===== config.mk =====
export PLATFORM = sky130hd
export DESIGN_NAME = adc_seq_ctrl
export DESIGN_NICKNAME = d
export VERILOG_FILES = /design/src/adc_seq_pkg.sv /design/src/adc_seq_ctrl.sv
export SDC_FILE = /design/constraint.sdc
export NUM_CORES = 1
export LEC_CHECK = 0
export CELL_PAD_IN_SITES_DETAIL_PLACEMENT = 1
export CELL_PAD_IN_SITES_GLOBAL_PLACEMENT = 2
export CORE_ASPECT_RATIO = 1.25
export CORE_MARGIN = 1.5
export CORE_UTILIZATION = 36
export DETAILED_ROUTE_END_ITERATION = 10
export DONT_BUFFER_PORTS = 1
export PLACE_DENSITY = 0.78
export SYNTH_ARGS = -nofsm -noshare
export SYNTH_HDL_FRONTEND = slang
export SYNTH_SLANG_ARGS = --single-unit

===== constraint.sdc =====
create_clock -name mclk -period 5.8 [get_ports mclk]
set_clock_uncertainty 0.2 [all_clocks]
set_input_delay 0.87 -clock mclk [delete_from_list [all_inputs] [get_ports mclk]]
set_output_delay 0.87 -clock mclk [all_outputs]
set_load 0.005 [all_outputs]

===== src/adc_seq_pkg.sv =====
// shared constants and types for the converter sequencer control block
package adc_seq_pkg;

	// ****************************************************************
	// register byte offsets
	// ****************************************************************
	localparam logic [7:0] OFS_CTRL_ONE   = 8'h00;
	localparam logic [7:0] OFS_CTRL_TWO   = 8'h04;
	localparam logic [7:0] OFS_CLK_TIMING = 8'h08;
	localparam logic [7:0] OFS_DMA_SIZING = 8'h0c;
	localparam logic [7:0] OFS_CH123_SEL  = 8'h10;
	localparam logic [7:0] OFS_CH0_SEL    = 8'h14;
	localparam logic [7:0] OFS_SEQ_STATUS = 8'h18;

	// ****************************************************************
	// field positions
	// ****************************************************************
	localparam int POS_DONE       = 0;
	localparam int POS_SAMPLE     = 1;
	localparam int POS_AUTOSTART  = 2;
	localparam int POS_SIMSAMPLE  = 3;
	localparam int POS_TRIG       = 5;
	localparam int POS_RESMODE    = 10;
	localparam int POS_ALT        = 0;
	localparam int POS_SPLIT      = 1;
	localparam int POS_OPS        = 2;
	localparam int POS_BUFHALF    = 7;
	localparam int POS_CHCOUNT    = 8;
	localparam int POS_SCAN       = 10;
	localparam int POS_REFSEL     = 13;
	localparam int POS_CLKDIV     = 0;
	localparam int POS_SAMPTIME   = 8;
	localparam int POS_CLKSRC     = 15;

	// ****************************************************************
	// reset values and writable masks
	// ****************************************************************
	localparam logic [15:0] RST_REG        = 16'h0000;
	localparam logic [15:0] MASK_CTRL_ONE  = 16'hb7ef;
	localparam logic [15:0] MASK_CTRL_TWO  = 16'he73f;
	localparam logic [15:0] MASK_CLK       = 16'h9fff;
	localparam logic [15:0] MASK_DMA       = 16'h0007;
	localparam logic [15:0] MASK_CH123     = 16'h0707;
	localparam logic [15:0] MASK_CH0       = 16'h9f9f;
	localparam logic [15:0] MASK_12BIT_ONE = 16'hfff7;
	localparam logic [15:0] MASK_12BIT_TWO = 16'hfcff;

	// ****************************************************************
	// codes and timing
	// ****************************************************************
	localparam logic [2:0] TRIG_SOFTWARE = 3'h0;
	localparam logic [2:0] TRIG_PIN      = 3'h1;
	localparam logic [2:0] TRIG_TIMER_A  = 3'h2;
	localparam logic [2:0] TRIG_TIMER_B  = 3'h4;
	localparam logic [2:0] TRIG_COUNTER  = 3'h7;
	localparam logic [7:0] CLKDIV_LIMIT  = 8'h40;
	localparam logic [4:0] INPUT_AN1     = 5'h01;
	localparam logic [4:0] INPUT_AN3     = 5'h03;
	localparam logic [4:0] INPUT_AN6     = 5'h06;
	localparam logic [4:0] INPUT_AN9     = 5'h09;
	localparam int         CONV_TICKS    = 12;

	// reference choice driven to the analog side
	typedef struct packed {
		logic extPos;
		logic extNeg;
	} ref_sel_t;

	// one input pair per sample/hold channel
	typedef struct packed {
		logic [4:0] posInput;
		logic       negIsRef;
		logic [4:0] negInput;
	} chan_sel_t;

	typedef enum logic [3:0] {
		ST_IDLE    = 4'b0001,
		ST_SAMPLE  = 4'b0010,
		ST_CONVERT = 4'b0100,
		ST_NEXT    = 4'b1000
	} seq_state_t;

endpackage


===== src/adc_seq_ctrl.sv =====
// register file and sample/convert sequencer for the converter
`timescale 1ns/1ps

module adc_seq_ctrl
	import adc_seq_pkg::*;
#(
	parameter int  SECOND_INSTANCE = 0,
	parameter int  ADDR_WIDTH      = 16
) (
	// clock and reset
	input  wire logic                  mclk,
	input  wire logic                  sys_rst,
	// apb slave
	input  wire logic                  psel,
	input  wire logic                  penable,
	input  wire logic                  pwrite,
	input  wire logic [7:0]            paddr,
	input  wire logic [31:0]           pwdata,
	output logic                       pready,
	output logic                       pslverr,
	output logic [31:0]                prdata,
	// trigger pins and timers
	input  wire logic                  trigPin,
	input  wire logic                  timerMatchA,
	input  wire logic                  timerMatchB,
	input  wire logic                  rcClockTick,
	input  wire logic [31:0]           scanSelect,
	// analog front end
	output logic                       trackHold,
	output logic                       convStart,
	output logic                       useRcClock,
	output logic                       simultaneous,
	output logic [1:0]                 activeChannel,
	output ref_sel_t                   refSel,
	output chan_sel_t                  chan0Sel,
	output chan_sel_t                  chan1Sel,
	output chan_sel_t                  chan2Sel,
	output chan_sel_t                  chan3Sel,
	// dma side
	output logic                       dmaStep,
	output logic [ADDR_WIDTH-1:0]      dmaOffset
);

	if (ADDR_WIDTH < 12) begin : g_width_check // largest fill offset is 16 x 128
		$error("ADDR_WIDTH too small for the largest fill offset");
	end

	// ****************************************************************
	// helpers
	// ****************************************************************
	// positive and negative inputs for channel k (0..2) of the channel 1-3 group
	function automatic chan_sel_t ch123Pick(input logic [1:0] neg, input logic pos,
	                                        input logic [4:0] k);
		chan_sel_t c;
		c.posInput = (pos ? INPUT_AN3 : 5'h00) + k;
		c.negIsRef = ~neg[1];
		c.negInput = (neg[0] ? INPUT_AN9 : INPUT_AN6) + k;
		return c;
	endfunction

	// next scan input above the current one, wrapping
	function automatic logic [4:0] scanNext(input logic [31:0] set, input logic [4:0] cur);
		logic [4:0] r;
		logic       hit;
		logic [4:0] idx;
		r = cur;
		hit = 1'b0;
		for (int i = 1; i <= 32; i++) begin
			idx = 5'(cur + 5'(i));
			if (!hit && set[idx]) begin
				r = idx;
				hit = 1'b1;
			end
		end
		return r;
	endfunction

	// ****************************************************************
	// pin synchroniser (three stages, second and third must agree)
	// ****************************************************************
	logic [2:0] pinSync;
	logic [2:0] next_pinSync;
	logic       pinLevel;
	logic       next_pinLevel;
	logic       pinEdge;

	always_comb begin
		next_pinSync = {pinSync[1:0], trigPin};
		next_pinLevel = (pinSync[1] == pinSync[2]) ? pinSync[2] : pinLevel;
	end

	always_ff @(posedge mclk) begin
		if (sys_rst) begin
			pinSync <= 3'h0;
			pinLevel <= 1'b0;
		end else begin
			pinSync <= next_pinSync;
			pinLevel <= next_pinLevel;
		end
	end

	assign pinEdge = next_pinLevel & ~pinLevel;

	// ****************************************************************
	// registers and sequencer state
	// ****************************************************************
	logic [15:0] ctrlOne, ctrlTwo, clkTiming, dmaSizing, ch123Sel, ch0Sel;
	logic [15:0] next_ctrlOne, next_ctrlTwo, next_clkTiming;
	logic [15:0] next_dmaSizing, next_ch123Sel, next_ch0Sel;
	seq_state_t  state, next_state;
	logic [7:0]  divCount, next_divCount;
	logic [4:0]  periodCount, next_periodCount;
	logic [4:0]  convCount, next_convCount;
	logic [1:0]  chanIdx, next_chanIdx;
	logic        useB, next_useB;
	logic [4:0]  scanPos, next_scanPos;
	logic [3:0]  opCount, next_opCount;
	logic        bufHalf, next_bufHalf;
	logic [ADDR_WIDTH-1:0] addrOfs, next_addrOfs;
	logic        step, next_step;
	logic        convPulse, next_convPulse;
	logic [31:0] rdata, next_rdata;
	logic        rdy, next_rdy;
	logic        err, next_err;

	// field views
	logic       resMode, autoStart, sampleOn, simSel;
	logic [2:0] trigSrc;
	logic [1:0] chanCount;
	logic [1:0] lastChan;
	logic       tick;
	logic       trigger;
	logic       apbAccess;
	logic       apbWrite;
	logic [15:0] wr16;

	assign resMode   = ctrlOne[POS_RESMODE];
	assign autoStart = ctrlOne[POS_AUTOSTART];
	assign sampleOn  = ctrlOne[POS_SAMPLE];
	assign trigSrc   = ctrlOne[POS_TRIG +: 3];
	assign simSel    = ctrlOne[POS_SIMSAMPLE] & ~resMode;
	assign chanCount = resMode ? 2'b00 : ctrlTwo[POS_CHCOUNT +: 2];
	assign lastChan  = chanCount[1] ? 2'd3 : (chanCount[0] ? 2'd1 : 2'd0);
	// conversion clock tick, divider ignored on rc clock
	assign tick = clkTiming[POS_CLKSRC] ? rcClockTick
	            : (divCount >= clkTiming[POS_CLKDIV +: 8]);
	// trigger sources, reserved codes never fire
	always_comb begin
		unique case (trigSrc)
			TRIG_PIN:     trigger = pinEdge;
			TRIG_TIMER_A: trigger = timerMatchA;
			TRIG_TIMER_B: trigger = timerMatchB;
			// counter ends sampling after programmed periods
			TRIG_COUNTER: trigger = tick && (periodCount >= clkTiming[POS_SAMPTIME +: 5]);
			default:      trigger = 1'b0;
		endcase
	end

	assign apbAccess = psel & penable & ~rdy;
	assign apbWrite  = apbAccess & pwrite;
	assign wr16      = pwdata[15:0];

	// ****************************************************************
	// next-state logic
	// ****************************************************************
	always_comb begin
		next_ctrlOne = ctrlOne;
		next_ctrlTwo = ctrlTwo;
		next_clkTiming = clkTiming;
		next_dmaSizing = dmaSizing;
		next_ch123Sel = ch123Sel;
		next_ch0Sel = ch0Sel;
		next_state = state;
		next_divCount = tick ? 8'h00 : 8'(divCount + 8'h01);
		next_periodCount = periodCount;
		next_convCount = convCount;
		next_chanIdx = chanIdx;
		next_useB = useB;
		next_scanPos = scanPos;
		next_opCount = opCount;
		next_bufHalf = bufHalf;
		next_addrOfs = addrOfs;
		next_step = 1'b0;
		next_convPulse = 1'b0;
		next_rdy = apbAccess;
		next_err = 1'b0;
		next_rdata = 32'h0000_0000;

		// software writes; done may only be cleared
		if (apbWrite) begin
			unique case (paddr)
				OFS_CTRL_ONE: begin
					next_ctrlOne = (wr16 & MASK_CTRL_ONE & ~16'h0001)
					             | (ctrlOne & wr16 & 16'h0001);
					// simultaneous bit only exists in 10-bit mode
					if (wr16[POS_RESMODE]) next_ctrlOne[POS_SIMSAMPLE] = 1'b0;
				end
				OFS_CTRL_TWO:   next_ctrlTwo = (wr16 & MASK_CTRL_TWO) | (ctrlTwo & 16'h0080);
				OFS_CLK_TIMING: next_clkTiming = wr16 & MASK_CLK;
				OFS_DMA_SIZING: next_dmaSizing = wr16 & MASK_DMA;
				OFS_CH123_SEL:  next_ch123Sel = wr16 & MASK_CH123;
				OFS_CH0_SEL:    next_ch0Sel = wr16 & MASK_CH0;
				OFS_SEQ_STATUS: ;
				default:        next_err = 1'b1;
			endcase
		end else if (apbAccess) begin
			unique case (paddr)
				// read views with hidden fields zeroed
				OFS_CTRL_ONE:   next_rdata = {16'h0000, ctrlOne & (resMode ? MASK_12BIT_ONE : 16'hffff)};
				OFS_CTRL_TWO:   next_rdata = {16'h0000, ctrlTwo & (resMode ? MASK_12BIT_TWO : 16'hffff)};
				OFS_CLK_TIMING: next_rdata = {16'h0000, clkTiming};
				OFS_DMA_SIZING: next_rdata = {16'h0000, dmaSizing};
				OFS_CH123_SEL:  next_rdata = {16'h0000, resMode ? 16'h0000 : ch123Sel};
				OFS_CH0_SEL:    next_rdata = {16'h0000, ch0Sel};
				OFS_SEQ_STATUS: next_rdata = {16'h0000, 4'h0, state, scanPos, useB, chanIdx};
				default:        next_err = 1'b1;
			endcase
		end

		// sequencer
		unique case (state)
			ST_IDLE: begin
				// sampling starts when sample enable is set
				if (next_ctrlOne[POS_SAMPLE] || autoStart) begin
					next_ctrlOne[POS_SAMPLE] = 1'b1;
					next_periodCount = 5'h00;
					next_state = ST_SAMPLE;
				end
			end
			ST_SAMPLE: begin
				if (tick && periodCount != 5'h1f) next_periodCount = 5'(periodCount + 5'h01);
				// software clear ends sampling on trigger 000
				if (trigSrc == TRIG_SOFTWARE && !next_ctrlOne[POS_SAMPLE]) begin
					next_state = ST_CONVERT;
				end else if (trigSrc != TRIG_SOFTWARE && trigger) begin
					next_ctrlOne[POS_SAMPLE] = 1'b0;
					next_state = ST_CONVERT;
				end
				if (next_state == ST_CONVERT) begin
					next_ctrlOne[POS_DONE] = 1'b0;
					next_chanIdx = 2'd0;
					next_convCount = 5'h00;
					next_convPulse = 1'b1;
				end
			end
			ST_CONVERT: begin
				if (tick) next_convCount = 5'(convCount + 5'h01);
				if (tick && convCount == 5'(CONV_TICKS - 1)) begin
					// simultaneous converts held channels back to back
					if (chanIdx != lastChan) begin
						next_chanIdx = 2'(chanIdx + 2'd1);
						next_convCount = 5'h00;
						next_convPulse = 1'b1;
					end else begin
						next_state = ST_NEXT;
					end
				end
			end
			ST_NEXT: begin
				// completion sets done; set wins over software clear
				next_ctrlOne[POS_DONE] = 1'b1;
				next_useB = ctrlTwo[POS_ALT] ? ~useB : 1'b0;
				if (ctrlTwo[POS_SCAN] && !useB) next_scanPos = scanNext(scanSelect, scanPos);
				if (opCount == ctrlTwo[POS_OPS +: 4]) begin
					next_opCount = 4'h0;
					next_step = 1'b1;
					// split halves or restart at start
					if (ctrlTwo[POS_SPLIT]) begin
						next_bufHalf = ~bufHalf;
						next_addrOfs = bufHalf ? '0
						             : ADDR_WIDTH'({4'h0, ctrlTwo[POS_OPS +: 4]} + 8'h01)
						               << dmaSizing[2:0];
					end else begin
						next_bufHalf = 1'b0;
						next_addrOfs = '0;
					end
				end else begin
					next_opCount = 4'(opCount + 4'h1);
				end
				next_state = ST_IDLE;
			end
			default: next_state = ST_IDLE;
		endcase
	end

	always_ff @(posedge mclk) begin
		if (sys_rst) begin
			ctrlOne <= RST_REG;
			ctrlTwo <= RST_REG;
			clkTiming <= RST_REG;
			dmaSizing <= RST_REG;
			ch123Sel <= RST_REG;
			ch0Sel <= RST_REG;
			state <= ST_IDLE;
			divCount <= 8'h00;
			periodCount <= 5'h00;
			convCount <= 5'h00;
			chanIdx <= 2'd0;
			useB <= 1'b0;
			scanPos <= 5'h00;
			opCount <= 4'h0;
			bufHalf <= 1'b0;
			addrOfs <= '0;
			step <= 1'b0;
			convPulse <= 1'b0;
			rdata <= 32'h0000_0000;
			rdy <= 1'b0;
			err <= 1'b0;
		end else begin
			ctrlOne <= {next_ctrlOne[15:8], next_ctrlOne[7:0]};
			ctrlTwo <= {next_ctrlTwo[15:8], next_bufHalf & next_ctrlTwo[POS_SPLIT],
			            next_ctrlTwo[6:0]};
			clkTiming <= next_clkTiming;
			dmaSizing <= next_dmaSizing;
			ch123Sel <= next_ch123Sel;
			ch0Sel <= next_ch0Sel;
			state <= next_state;
			divCount <= next_divCount;
			periodCount <= next_periodCount;
			convCount <= next_convCount;
			chanIdx <= next_chanIdx;
			useB <= next_useB;
			scanPos <= next_scanPos;
			opCount <= next_opCount;
			bufHalf <= next_bufHalf;
			addrOfs <= next_addrOfs;
			step <= next_step;
			convPulse <= next_convPulse;
			rdata <= next_rdata;
			rdy <= next_rdy;
			err <= next_err;
		end
	end

	// ****************************************************************
	// analog selections, registered
	// ****************************************************************
	ref_sel_t  next_refSel;
	chan_sel_t next_c0, next_c1, next_c2, next_c3;
	logic [7:0] selByte;
	logic [7:0] ch123Byte;
	logic [4:0] pos0;

	always_comb begin
		selByte = useB ? ch0Sel[15:8] : ch0Sel[7:0];
		ch123Byte = useB ? ch123Sel[15:8] : ch123Sel[7:0];
		// scan or fixed channel 0 positive, second instance 0-15
		pos0 = (ctrlTwo[POS_SCAN] && !useB) ? scanPos : selByte[4:0];
		if (SECOND_INSTANCE != 0) pos0[4] = 1'b0;
		next_c0.posInput = pos0;
		next_c0.negIsRef = ~selByte[7];
		next_c0.negInput = INPUT_AN1;
		next_c1 = ch123Pick(ch123Byte[2:1], ch123Byte[0], 5'd0);
		next_c2 = ch123Pick(ch123Byte[2:1], ch123Byte[0], 5'd1);
		next_c3 = ch123Pick(ch123Byte[2:1], ch123Byte[0], 5'd2);
		// reference select, 1xx falls back to supply
		next_refSel.extPos = ~ctrlTwo[POS_REFSEL + 2] & ctrlTwo[POS_REFSEL];
		next_refSel.extNeg = ~ctrlTwo[POS_REFSEL + 2] & ctrlTwo[POS_REFSEL + 1];
	end

	always_ff @(posedge mclk) begin
		if (sys_rst) begin
			refSel <= '0;
			chan0Sel <= '0;
			chan1Sel <= '0;
			chan2Sel <= '0;
			chan3Sel <= '0;
			trackHold <= 1'b0;
			useRcClock <= 1'b0;
			simultaneous <= 1'b0;
			activeChannel <= 2'd0;
		end else begin
			refSel <= next_refSel;
			chan0Sel <= next_c0;
			chan1Sel <= next_c1;
			chan2Sel <= next_c2;
			chan3Sel <= next_c3;
			// track while sample enable is one
			trackHold <= next_ctrlOne[POS_SAMPLE];
			useRcClock <= next_clkTiming[POS_CLKSRC];
			// simultaneous only when more than one channel
			simultaneous <= simSel && (chanCount != 2'b00);
			activeChannel <= next_chanIdx;
		end
	end

	// ports straight from flip-flops
	assign pready    = rdy;
	assign pslverr   = err;
	assign prdata    = rdata;
	assign convStart = convPulse;
	assign dmaStep   = step;
	assign dmaOffset = addrOfs;

endmodule // adc_seq_ctrl


==> results_dict.tcl <==
set metrics [dict create \
    outcome "completed" \
    crit_start "scanPos[1]" \
    maxSlewViolCount 0 \
    ys_types 93 \
    crit_buf_inv 2 \
    dp.cells 1978 \
    fmax_mhz 184 \
    coreArea_um2 35600 \
    routedWlPerCell_um 25.4 \
    place_ws_ns 0.386 \
    start_util 0.367 \
    met1Wirelength_um 20000 \
    dieArea_um2 37400 \
    wl_met3_um 3160 \
    cts_num_sinks 148 \
    drtAntennaViolNets 0 \
    hold_viol_final 0 \
    cts_tree "built" \
    place_area_um2 13500 \
    cts_root_buf "clkbuf_16" \
    final_cell_mix "204 x nand2_1, 146 x dfxtp_1, 140 x nor2_1" \
    drt_iter0_drc 987 \
    syn_area_um2 13000 \
    grt_first_pass_wirelength_um 79100 \
    cpLargestDelayFamily "simple AND/OR/NAND/NOR gates" \
    postCtsHoldBufs 0 \
    die_w_um 173 \
    swShare 0.266 \
    r2r-start "scanPos[1]" \
    rsz0062_at_grt "false" \
    path_class "reg -> reg" \
    dr_total_vias 12400 \
    grt_usage 0.275 \
    crit_path_start_kind "register" \
    route.met2.wl_um 25100 \
    max_slew_margin 0.418 \
    final_common_cell "nand2_1" \
    ys_seq_area_frac 0.227 \
    grt_max_degree 106 \
    fin_crit_sh 0.938 \
    tightest_slew_ns 0.873 \
    critPathMostFrequentCell "buf_4" \
    finalNetCount 1636 \
    cp.arrival_ns 5.58 \
    cp_max_fo 39 \
    die_h_um 216 \
    overflow 0 \
    end_kind "register" \
    antenna_found_initial 0 \
    core.rowCount 77 \
    cts_buffers 17 \
    synth.top_cell.area_share 0.227 \
    r2r_slack_ns 0.36 \
    seq_area_um2 2970 \
    max_stage_delay_ns 0.68 \
    gp_congestion 0.939 \
    p_clk_frac 0.468 \
    top_layer "met4" \
    power.internal_mw 1.89 \
    critPathCapture "scanPos[0]" \
    r2r_end "scanPos[0]" \
    layout-drive-gt1-share 0.148 \
    final_cells 2010 \
    grt_pass1_vias 12700 \
    power_frac_seq 0.410 \
    fin_area_um2 14100 \
    ir_drop_uv 246 \
    drt_wl_total_um 51000 \
    ys_warn_count 0 \
    netlist_instances 1546 \
    power_mw 2.58 \
    io_pins 184 \
    tns_ns 0 \
    drv_cap 0 \
    vias_per_cell 6.19 \
    syn_to_final_growth_pct 8.11 \
    cpMaxStageDelayCell "mux4_2" \
    path_cells "buf_4 > ha_1 > nand3b_1 > nand2_1 > mux4_2 > o211ai_1 > buf_4 > and4bb_2 > nand4_4 > nor4b_2 > a31oi_1 > nor4b_1 > nand4_1 > xnor2_1 > nor2_1" \
    powerDensity_nw_per_um2 183 \
    synth_area_leader_cell "dfxtp_1" \
    n_antenna_cell 0 \
    cts.clk_slew.worst_paths_ns 0.07 \
    numPortBuffers 0 \
    crit_cells 15 \
    synth_edf_count 0 \
    firstDrtPassIters 5 \
    place.detailed.hpwl_um 39300 \
    finalWorstSetupSlack_ns 0.360 \
    setup_viol 0 \
    drc 0 \
    combPwrFrac 0.121 \
    synthFlopType "dfxtp_1" \
    ys_ff_latch 148 \
    post-route-util 0.397 \
    synthArstFlopShare 0 \
    avgSynthCellArea_um2 8.44 \
    holdWs_ns 0.238 \
    post-route-min-period_ns 5.44 \
    rr_worst_depth 15 \
    power.leakage_nw 4.98 \
    clk_latency_ns 0.44 \
    critPathRequiredTime_ns 5.94 \
    synth.area.top_cells "dfxtp_1 23%, mux4_2 14%, mux2i_1 7.2%, nand2_1 5.9%, a21oi_1 4.2%" \
    cts_buffer_depth 2 \
    p_sw_mw 0.684 \
    fillers 4233 \
    hp-class "reg -> reg" \
    multiInputGateArea_um2 9250 \
    htreeDepth 4 \
]
==> cell usage after synthesis, types with 6 or more instances <==
library cell and n:
nand4_1 16, a22oi_1 12, nor2b_1 18, nor2_1 140, inv_1 38, xor2_1 19
or3_1 6, or2_2 6, a21oi_1 109, xnor2_1 29, a222oi_1 10, buf_2 16
clkbuf_1 53, and2_1 16, mux2i_1 94, and3_1 13, dfxtp_1 148, o22ai_1 10
buf_1 9, o21ai_0 52, buf_4 53, nand3_1 67, a21o_1 18, o211ai_1 9
and4_1 6, a22o_1 6, mux2_2 22, nand2_1 204, ha_1 32, nor3_1 18
a31oi_1 16, o2111ai_1 7, nand3b_1 10, nand2b_1 20, mux4_2 83, a211o_1 7
a211oi_1 10, mux2_1 6, nor3b_1 7, o21a_1 6, a21boi_0 6, nor4_1 11
==> registers in the layout (all words and copies together) (netlist names), 2 cells and up <==
register,flops
ctrlOne,13
refSel,2
state,4
activeChannel,2
dmaSizing,3
pinSync,3
scanPos,5
clkTiming,14
opCount,4
chan0Sel,7
ch123Sel,6
chan3Sel,3
ch0Sel,12
dmaOffset,12
chan2Sel,3
convCount,5
ctrlTwo,13
periodCount,5
prdata,16
divCount,8
==> cell families after synthesis <==
family | Yosys count | synth area share
multiplexers | 206 | 0.241
buffers and inverters | 182 | 0.0744
other | 1 | 0.000288
AND/OR/NAND/NOR | 591 | 0.221
flip-flops | 148 | 0.227
AO/OA/AOI/OAI | 338 | 0.173
XOR/XNOR | 48 | 0.0322
adder cells (fa/ha/maj) | 32 | 0.0307
==> metal layers <==
metal	vias up	track usage
li1	5614	-
met3	127	0.0499
met5	-	0
met4	0	0.147
met2	474	0.478
met1	6228	0.321
==> worst min path at each step <==
stage,startpoint,endpoint,slack [ns],cells past startpoint
finish,pinSync[0],pinSync[1],0.24,1
global route,pinSync[0],pinSync[1],0.25,1
CTS,pinSync[0],pinSync[1],0.24,1
detailed placement,pinSync[0],pinSync[1],0.24,1
global placement,pinSync[0],pinSync[1],0.22,1
floorplan,pinSync[0],pinSync[1],0.21,1
==> power groups by stage <==
| stage | registers [mW] | logic (mW) | clock network [mW] |
|---|---|---|---|
| after floorplan | 1.07 | 0.255 | 0 |
| after global placement | 1.08 | 0.300 | 0 |
| after detailed placement | 1.08 | 0.305 | 0 |
| after CTS | 1.06 | 0.306 | 1.23 |
| after global routing | 1.06 | 0.339 | 1.27 |
| final | 1.06 | 0.313 | 1.21 |
==> what timing repair did <==
action | 4_1_cts | 5_1_grt
resized for setup | 0 | 1
buffers inserted | 0 | 0
endpoints found under the setup margin | 0 | 3
==> area by class of cell <==
type / instances / area share
Tap cell: 474 / 0.0421
Clock inverter: 14 / 0.0140
Multi-Input combinational cell: 1251 / 0.656
Inverter: 44 / 0.0117
Timing Repair Buffer: 61 / 0.0343
Clock buffer: 18 / 0.0311
Sequential cell: 148 / 0.210
No activity file was read; power rests on OpenSTA's default activity.
